**config.mk**
```make
export PLATFORM = sky130hd
export DESIGN_NAME = lfc_top
export DESIGN_NICKNAME = d
export VERILOG_FILES = /design/src/rtl/lfc_pkg.sv /design/src/rtl/lfc_sticky.sv /design/src/rtl/lfc_top.sv
export SDC_FILE = /design/constraint.sdc
export NUM_CORES = 1
export LEC_CHECK = 0
export BUFFER_PORTS_ARGS = -buffer_cell sky130_fd_sc_hd__buf_2
export CAP_MARGIN = 20
export CORE_MARGIN = 2
export CORE_UTILIZATION = 48
export DETAILED_ROUTE_END_ITERATION = 12
export PLACE_DENSITY_LB_ADDON = 0.1
export SETUP_SLACK_MARGIN = 0.02
export SYNTH_ARGS = -nofsm -noshare
export SYNTH_HDL_FRONTEND = slang
export SYNTH_SLANG_ARGS = --single-unit
```
**constraint.sdc**
```tcl
create_clock -name SYS_CLK -period 3.2 [get_ports SYS_CLK]
set_input_delay 0.16 -clock SYS_CLK [delete_from_list [all_inputs] [get_ports SYS_CLK]]
set_output_delay 0.16 -clock SYS_CLK [all_outputs]
set_load 0.005 [all_outputs]
```
**src/rtl/lfc_pkg.sv**
```systemverilog
// Shared constants and types for the frame control and payload buffer block
package lfc_pkg;

    // ------------------------------------------------------------------
    // Geometry
    // ------------------------------------------------------------------
    localparam int unsigned LFC_DW     = 8;        // Register and byte width
    localparam int unsigned LFC_BYTES  = 8;        // Payload bytes per frame
    localparam int unsigned LFC_SEL_W  = 3;        // Payload byte select width
    localparam int unsigned LFC_ERR_W  = 5;        // Implemented error flags

    // ------------------------------------------------------------------
    // Indirect register indices
    // ------------------------------------------------------------------
    localparam logic [7:0] LFC_OFS_DATA_FIRST = 8'h00;  // First payload byte
    localparam logic [7:0] LFC_OFS_DATA_LAST  = 8'h07;  // Last payload byte
    localparam logic [7:0] LFC_OFS_CTRL       = 8'h08;  // Frame control
    localparam logic [7:0] LFC_OFS_STAT       = 8'h09;  // Link status
    localparam logic [7:0] LFC_OFS_ERR        = 8'h0A;  // Link error

    // ------------------------------------------------------------------
    // Frame control bit positions
    // ------------------------------------------------------------------
    localparam int unsigned LFC_CTL_HALT  = 7;     // Slave only, write trigger
    localparam int unsigned LFC_CTL_SLEEP = 6;     // Slave only
    localparam int unsigned LFC_CTL_DIR   = 5;     // Both roles
    localparam int unsigned LFC_CTL_ACK   = 4;     // Slave only, self clearing
    localparam int unsigned LFC_CTL_ICLR  = 3;     // Write trigger
    localparam int unsigned LFC_CTL_ECLR  = 2;     // Write trigger
    localparam int unsigned LFC_CTL_WAKE  = 1;     // Self clearing
    localparam int unsigned LFC_CTL_START = 0;     // Master only

    // ------------------------------------------------------------------
    // Link status bit positions
    // ------------------------------------------------------------------
    localparam int unsigned LFC_ST_IRQ  = 3;
    localparam int unsigned LFC_ST_ERR  = 2;
    localparam int unsigned LFC_ST_WAKE = 1;
    localparam int unsigned LFC_ST_DONE = 0;
    localparam int unsigned LFC_ST_HI   = 4;       // Lowest live upper bit

    // ------------------------------------------------------------------
    // Reset and fill values
    // ------------------------------------------------------------------
    localparam logic [7:0] LFC_BYTE_RST = 8'h00;
    localparam logic [7:0] LFC_IDX_RST  = 8'h00;
    localparam logic [7:0] LFC_ZERO     = 8'h00;
    localparam logic [2:0] LFC_ERR_PAD  = 3'h0;    // Unused error bits 7:5

    // ------------------------------------------------------------------
    // Types
    // ------------------------------------------------------------------
    typedef enum logic [1:0] {
        LFC_RUN   = 2'b00,
        LFC_HALT  = 2'b01,
        LFC_SLEEP = 2'b10
    } lfc_link_e;

    typedef struct packed {
        logic [LFC_BYTES-1:0][LFC_DW-1:0] payload;
        logic [LFC_DW-1:0]                index;
        logic [LFC_DW-1:0]                rdata;
        logic                             sleep_en;
        logic                             dir;
        logic                             ack;
        logic                             wake_cmd;
        logic                             start_req;
        logic                             done;
        lfc_link_e                        link;
    } lfc_state_s;

endpackage : lfc_pkg

```
**src/rtl/lfc_sticky.sv**
```systemverilog
// Sticky event flags with a common clear; a set in the clear cycle survives
`timescale 1ns/1ps
module lfc_sticky #(
    parameter int unsigned W = 1
) (
    // Clock and reset
    input  wire logic         clk,
    input  wire logic         rst,
    // Events and clear
    input  wire logic [W-1:0] set,
    input  wire logic         clr,
    // Flags
    output logic      [W-1:0] q
);

    typedef struct packed {
        logic [W-1:0] flags;
    } lfc_sticky_s;

    lfc_sticky_s state_reg;
    lfc_sticky_s state_next;

    // Clear first, then set, so a coincident event is never lost
    always_comb begin
        state_next = state_reg;
        if (clr) begin
            state_next.flags = '0;
        end
        state_next.flags = state_next.flags | set;
    end

    // State register
    always_ff @(posedge clk or posedge rst) begin
        if (rst) begin
            state_reg <= '0;
        end else begin
            state_reg <= state_next;
        end
    end

    assign q = state_reg.flags;

endmodule // lfc_sticky

```
**src/rtl/lfc_top.sv**
```systemverilog
// Frame control register and payload buffer of a single-wire link controller
`timescale 1ns/1ps
module lfc_top
    import lfc_pkg::*;
(
    // Clock and reset
    input  wire logic                   SYS_CLK,
    input  wire logic                   SYS_RST,
    // Role selection
    input  wire logic                   MODE_MASTER,
    // Indirect index port
    input  wire logic                   IDX_WR,
    input  wire logic [LFC_DW-1:0]      IDX_WDATA,
    output logic      [LFC_DW-1:0]      IDX_RDATA,
    // Indirect window port
    input  wire logic                   DAT_WR,
    input  wire logic                   DAT_RD,
    input  wire logic [LFC_DW-1:0]      DAT_WDATA,
    output logic      [LFC_DW-1:0]      DAT_RDATA,
    // Frame engine events
    input  wire logic                   SYNCH_BREAK_SEEN,
    input  wire logic                   SLEEP_FRAME_SEEN,
    input  wire logic                   IDLE_TIMEOUT,
    input  wire logic                   WAKEUP_SEEN,
    input  wire logic                   FRAME_DONE,
    input  wire logic                   FRAME_ERROR,
    input  wire logic                   IRQ_EVENT,
    input  wire logic [LFC_ERR_W-1:0]   ERR_EVENTS,
    input  wire logic [LFC_DW-1:0]      ENG_STATUS,
    // Frame engine payload access
    input  wire logic                   ENG_BYTE_WE,
    input  wire logic [LFC_SEL_W-1:0]   ENG_BYTE_SEL,
    input  wire logic [LFC_DW-1:0]      ENG_BYTE_WDATA,
    output logic [LFC_BYTES*LFC_DW-1:0] ENG_PAYLOAD,
    // Frame engine commands
    output logic                        FRAME_DIR,
    output logic                        FRAME_START_REQ,
    output logic                        DATA_REQ_ACK,
    output logic                        WAKEUP_SEND,
    output logic                        HALTED,
    output logic                        SLEEPING,
    output logic                        IRQ_PENDING
);

    // ------------------------------------------------------------------
    // State
    // ------------------------------------------------------------------
    lfc_state_s               state_reg;
    lfc_state_s               state_next;

    logic                     is_master;
    logic                     is_slave;
    logic                     ctrl_wr;
    logic                     irq_clr;
    logic                     err_clr;
    logic                     irq_q;
    logic [LFC_ERR_W-1:0]     err_q;
    logic [LFC_DW-1:0]        ctrl_view;
    logic [LFC_DW-1:0]        stat_view;
    logic [LFC_DW-1:0]        err_view;
    logic [LFC_DW-1:0]        read_mux;
    logic                     idx_is_data;
    logic [LFC_SEL_W-1:0]     idx_sel;

    // ------------------------------------------------------------------
    // Role and decode
    // ------------------------------------------------------------------

    assign is_master = MODE_MASTER;
    assign is_slave  = ~MODE_MASTER;

    assign ctrl_wr     = DAT_WR && (state_reg.index == LFC_OFS_CTRL);
    assign idx_is_data = (state_reg.index <= LFC_OFS_DATA_LAST);
    assign idx_sel     = state_reg.index[LFC_SEL_W-1:0];

    assign irq_clr = ctrl_wr && DAT_WDATA[LFC_CTL_ICLR];

    assign err_clr = ctrl_wr && DAT_WDATA[LFC_CTL_ECLR];

    // ------------------------------------------------------------------
    // Sticky flags
    // ------------------------------------------------------------------

    lfc_sticky #(
        .W   (1)
    ) u_irq_flag (
        .clk (SYS_CLK),
        .rst (SYS_RST),
        .set (IRQ_EVENT),
        .clr (irq_clr),
        .q   (irq_q)
    );

    lfc_sticky #(
        .W   (LFC_ERR_W)
    ) u_err_flags (
        .clk (SYS_CLK),
        .rst (SYS_RST),
        .set (ERR_EVENTS),
        .clr (err_clr),
        .q   (err_q)
    );

    // ------------------------------------------------------------------
    // Read views
    // ------------------------------------------------------------------

    // Control readback: role-gated bits show zero in the other role
    always_comb begin
        ctrl_view = LFC_ZERO;
        ctrl_view[LFC_CTL_HALT]  = 1'b0;
        ctrl_view[LFC_CTL_ICLR]  = 1'b0;
        ctrl_view[LFC_CTL_ECLR]  = 1'b0;
        ctrl_view[LFC_CTL_SLEEP] = state_reg.sleep_en && is_slave;
        ctrl_view[LFC_CTL_ACK]   = state_reg.ack && is_slave;
        ctrl_view[LFC_CTL_START] = state_reg.start_req && is_master;
        ctrl_view[LFC_CTL_DIR]   = state_reg.dir;
        ctrl_view[LFC_CTL_WAKE]  = state_reg.wake_cmd;
    end

    // Status: upper bits and wakeup come live from the engine
    always_comb begin
        stat_view = ENG_STATUS;
        stat_view[LFC_ST_IRQ]  = irq_q;
        stat_view[LFC_ST_ERR]  = |err_q;
        stat_view[LFC_ST_DONE] = state_reg.done;
    end

    // Error register, unused upper bits read zero
    assign err_view = {LFC_ERR_PAD, err_q};

    always_comb begin
        read_mux = LFC_ZERO;
        if (idx_is_data) begin
            read_mux = state_reg.payload[idx_sel];
        end else begin
            case (state_reg.index)
                LFC_OFS_CTRL: begin
                    read_mux = ctrl_view;
                end
                LFC_OFS_STAT: begin
                    read_mux = stat_view;
                end
                LFC_OFS_ERR: begin
                    read_mux = err_view;
                end
                default: begin
                    read_mux = LFC_ZERO;  // Other indices belong elsewhere
                end
            endcase
        end
    end

    // ------------------------------------------------------------------
    // Next state
    // ------------------------------------------------------------------

    // Hardware events are applied first so a same-cycle write wins
    always_comb begin
        state_next = state_reg;

        state_next.ack      = 1'b0;
        state_next.wake_cmd = 1'b0;

        // Index port write
        if (IDX_WR) begin
            state_next.index = IDX_WDATA;
        end

        // Registered read data, one cycle after the strobe
        if (DAT_RD) begin
            state_next.rdata = read_mux;
        end

        // engine stores received bytes, not while halted
        if (ENG_BYTE_WE && (state_reg.link != LFC_HALT)) begin
            state_next.payload[ENG_BYTE_SEL] = ENG_BYTE_WDATA;
        end

        // completion or error ends the start request
        if (FRAME_DONE || FRAME_ERROR) begin
            state_next.start_req = 1'b0;
        end
        if (FRAME_DONE) begin
            state_next.done = 1'b1;
        end

        // Link state transitions driven by the bus
        case (state_reg.link)
            LFC_RUN: begin
                // sleep entry on sleep frame or idle timeout
                if (is_slave && state_reg.sleep_en &&
                    (SLEEP_FRAME_SEEN || IDLE_TIMEOUT)) begin
                    state_next.link = LFC_SLEEP;
                end
            end
            LFC_HALT: begin
                if (SYNCH_BREAK_SEEN) begin
                    state_next.link = LFC_RUN;
                end
            end
            LFC_SLEEP: begin
                // wake on wakeup when sleep bit is clear
                if (!state_reg.sleep_en && WAKEUP_SEEN) begin
                    state_next.link = LFC_RUN;
                end
            end
            default: begin
                state_next.link = LFC_RUN;
            end
        endcase

        // window write to a payload byte
        if (DAT_WR && idx_is_data) begin
            state_next.payload[idx_sel] = DAT_WDATA;
        end

        // Frame control write
        if (ctrl_wr) begin
            state_next.dir = DAT_WDATA[LFC_CTL_DIR];

            // slave-only bits ignored in master role
            if (is_slave) begin
                state_next.sleep_en = DAT_WDATA[LFC_CTL_SLEEP];
                if (DAT_WDATA[LFC_CTL_HALT]) begin
                    state_next.link = LFC_HALT;
                end
                if (DAT_WDATA[LFC_CTL_ACK]) begin
                    state_next.ack = 1'b1;
                end
            end

            if (is_master && DAT_WDATA[LFC_CTL_START]) begin
                state_next.start_req = 1'b1;
                state_next.done      = 1'b0;  // Done drops at frame start
            end

            if (DAT_WDATA[LFC_CTL_WAKE]) begin
                state_next.wake_cmd = 1'b1;
                if (state_reg.link == LFC_SLEEP) begin
                    state_next.link = LFC_RUN;
                end
            end
        end
    end

    // ------------------------------------------------------------------
    // State register
    // ------------------------------------------------------------------

    // Everything resets to zero; index points at the first payload byte
    always_ff @(posedge SYS_CLK or posedge SYS_RST) begin
        if (SYS_RST) begin
            state_reg         <= '0;
            state_reg.payload <= {LFC_BYTES{LFC_BYTE_RST}};
            state_reg.index   <= LFC_IDX_RST;
            state_reg.link    <= LFC_RUN;
        end else begin
            state_reg <= state_next;
        end
    end

    // ------------------------------------------------------------------
    // Outputs
    // ------------------------------------------------------------------

    // Outputs come straight from flip-flops, HALTED and SLEEPING via a decode of the link state
    assign IDX_RDATA   = state_reg.index;
    assign DAT_RDATA   = state_reg.rdata;
    assign ENG_PAYLOAD = state_reg.payload;

    assign FRAME_DIR       = state_reg.dir;
    // start level held until done or error
    assign FRAME_START_REQ = state_reg.start_req;
    assign DATA_REQ_ACK    = state_reg.ack;
    assign WAKEUP_SEND     = state_reg.wake_cmd;
    assign HALTED          = (state_reg.link == LFC_HALT);
    assign SLEEPING        = (state_reg.link == LFC_SLEEP);
    assign IRQ_PENDING     = irq_q;

endmodule // lfc_top

```
==> run_results.csv <==
group,metric,value,unit
power,ir_drop,0.230,mV
floorplanning,placementRows,39,
routing,drc,0,
critical_path,path_cells,"buf_4 -> and2_1 -> nand4_1 -> nor2_1 -> a21oi_1",
sta,clock_skew,0.00700,ns
sta,tightest_slew,0.880,ns
yosys,yosysWarnings,0,
yosys,synth_cells,560,
power,finalPower,0.00349,W
sta,fin_crit,2.39,ns
cts,cts_buffers,9,
placed_design,portBuffers,137,
floorplanning,die_x,112,um
yosys,synth-edff-count,0,
cts,clockBufferDepth,2,
yosys,avgSynthCellArea,10.0,um2
critical_path,r2r_cells,5,
placed_design,gp_congestion,0.825,
layout,drive_above_1_share,32.8,%
power,leakagePower,2.83,nW
yosys,synth_area,5620,um2
sta,finalSetupViolations,0,
critical_path,r2r_slack,0.81,ns
critical_path,cp.required,3.38,ns
cts,cts_tree,"done",
critical_path,cpPeakStageDelay,0.81,ns
critical_path,worstPathMaxFanout,16,
grt,grt_pass1_vias,4101,
yosys,yosysUniqueCellTypes,52,
yosys,yosys_register_bits,94,
critical_path,end_kind,"flop",
cts,h-tree-depth,3,
layout,layout_common_cells,"buf_2, dfrtp_1, mux2i_1",
yosys,synthArstFlopShare,100,%
routing,num_vias,4146,
worst_hold_path,hold_class,"in -> reg",
grt,grt_max_degree,35,
critical_path,r2r_end,"ENG_PAYLOAD[58]",
yosys,syn_nets,614,
grt,grt_pass1_wl,23700,um
layout,largest_register_ffs,64,
floorplanning,initial_core_util,49.2,%
critical_path,startpoint_type,"flop",
worst_hold_path,min_path_cells,2,
critical_path,slowest_stage,"dfrtp_1",
floorplanning,io_pins,141,
routing,wl_per_cell,20.1,um
sta,slew_violations,0,
routing,first_iter_violations,240,
sta,rsz0062_at_grt,"no",
layout,diodes,0,
placed_design,dpl_cell_area,5800,um2
critical_path,path_class,"reg -> reg",
critical_path,arrival,2.57,ns
sta,fmax,0.419,GHz
yosys,seq_area_frac_synth,41.8,%
cts,ctsRootBufferMaster,"clkbuf_16",
layout,utilization,53.5,%
layout,syn2layout_area_growth,8.59,%
run,cap_violations,0,
yosys,synth_ff_type,"dfrtp_1",
outcome,outcome,"complete, no violations",
yosys,synth_top_cell_by_area,"dfrtp_1",
floorplanning,coreArea,11400,um2
grt,grt_usage,24.3,%
sta,tns,0,ns
layout,fin_nets,655,
worst_hold_path,min_from,"ERR_EVENTS[3]",
layout,final_common_cell,"buf_2",
critical_path,cp_top_family,"simple AND/OR/NAND/NOR gates",
worst_hold_path,hold_path_end,"u_err_flags.q[3]",
layout,finalInstanceArea,6110,um2
yosys,synth_top_area_share,41.8,%
placed_design,hpwl,10900,um
cts,clk_latency,0.34,ns
cts,clkSinkCount,94,
floorplanning,dieArea,12600,um2
routing,drt-pass1-iter-count,4,
routing,vias_per_cell,5.55,
sta,hold_viol,0,
floorplanning,die_h,112,um
sta,fin_crit_sh,74.7,%
routing,ant_nets,0,
sta,relSlewSlack,40.9,%
cts,clk_pin_slew,0.06,ns
critical_path,crit_buf_inv,1,
critical_path,r2r-start,"IDX_RDATA[0]",
yosys,synth.area.top_cells,"dfrtp_1, mux2i_1, buf_4, mux4_2, a21oi_1",
power,p_per_area,571,nW/um2
layout,nFillCells,1065,
grt,grt_overflow,0,
grt,antenna_found_initial,0,
routing,drt-total-wl,15000,um
metrics by stage:
stage                     hold slack, ns  std cells  setup WS [ns]
after global placement             0.228        728          0.816
final                             0.0160        747          0.811
after global routing             0.00231        747          0.592
after CTS                        0.00592        747          0.775
after detailed placement           0.235        728          0.795
after floorplan                    0.252        560          0.591
cells in the mapped netlist (4+ instances only):
master and n:
inv_1 4, mux2_2 10, mux4_2 14, nand2_1 40, buf_4 80, nand2b_1 4, nor2b_1 6, a21oi_1 42
buf_2 8, mux2i_1 75, dfrtp_1 94, o21ai_0 39, a21o_1 6, buf_1 11, nor2_1 43, clkbuf_1 23
worst reg2reg max path, cell delays in order, from the launching register on:
cell and delay [ns]:
dfrtp_1 0.81, buf_4 0.33, and2_1 0.19, nand4_1 0.57
nor2_1 0.26, a21oi_1 0.07
per-layer routing:
layer  up-vias  global-route usage, %  wire [um]
li1       1959                      -          -
met1      2029                   35.4       6900
met2       146                   37.2       6940
met3        12                   4.86       1010
met4         0                   6.99        148
met5         -                      0          0
where the power goes:
| part | internal [W] | leakage [nW] | switching, W |
|---|---|---|---|
| Clock | 0.000538 | 0.128 | 0.000430 |
| Combinational | 0.000468 | 1.57 | 0.000414 |
| Sequential | 0.00142 | 1.13 | 0.000221 |
| Total | 0.00242 | 2.83 | 0.00106 |
cell type report:
cell class	instances	area (um2)	share of cell area (%)
multi-input cells	333	2450	40.1
clock buffers	12	246	4.04
repair buffers	156	841	13.8
clock inverters	2	10.0	0.164
inverters	7	27.5	0.451
well taps	143	179	2.93
flip-flops and latches	94	2350	38.5
worst max-delay path by stage:
stage                  from               to  slack [ns]  depth (start not counted)
2_1_floorplan       SYS_RST     DATA_REQ_ACK        0.59                          1
3_3_place_gp   IDX_RDATA[0]  ENG_PAYLOAD[62]        0.82                          5
3_5_place_dp   IDX_RDATA[0]  ENG_PAYLOAD[63]        0.80                          5
4_1_cts        IDX_RDATA[0]  ENG_PAYLOAD[59]        0.78                          5
5_1_grt        IDX_RDATA[0]  ENG_PAYLOAD[60]        0.59                          5
6_report       IDX_RDATA[0]  ENG_PAYLOAD[58]        0.81                          5
timing repair:
| item | in CTS | in global routing |
|---|---|---|
| gates resized for setup | 0 | 0 |
| hold buffers | 5 | 0 |
| setup buffers | 0 | 0 |
| hold endpoints to repair | 34 | 0 |
logic make-up (layout without fill, tap and decap cells):
| family | count (synthesis) | after routing | synth area share (%) |
|---|---|---|---|
| buffers and inverters | 133 | 177 | 14.8 |
| flip-flops | 94 | 94 | 41.8 |
| AO/OA/AOI/OAI | 107 | 107 | 10.9 |
| multiplexers | 99 | 99 | 21.0 |
| AND/OR/NAND/NOR | 127 | 127 | 11.4 |
Note: power is estimated with default switching activity, not from simulation.
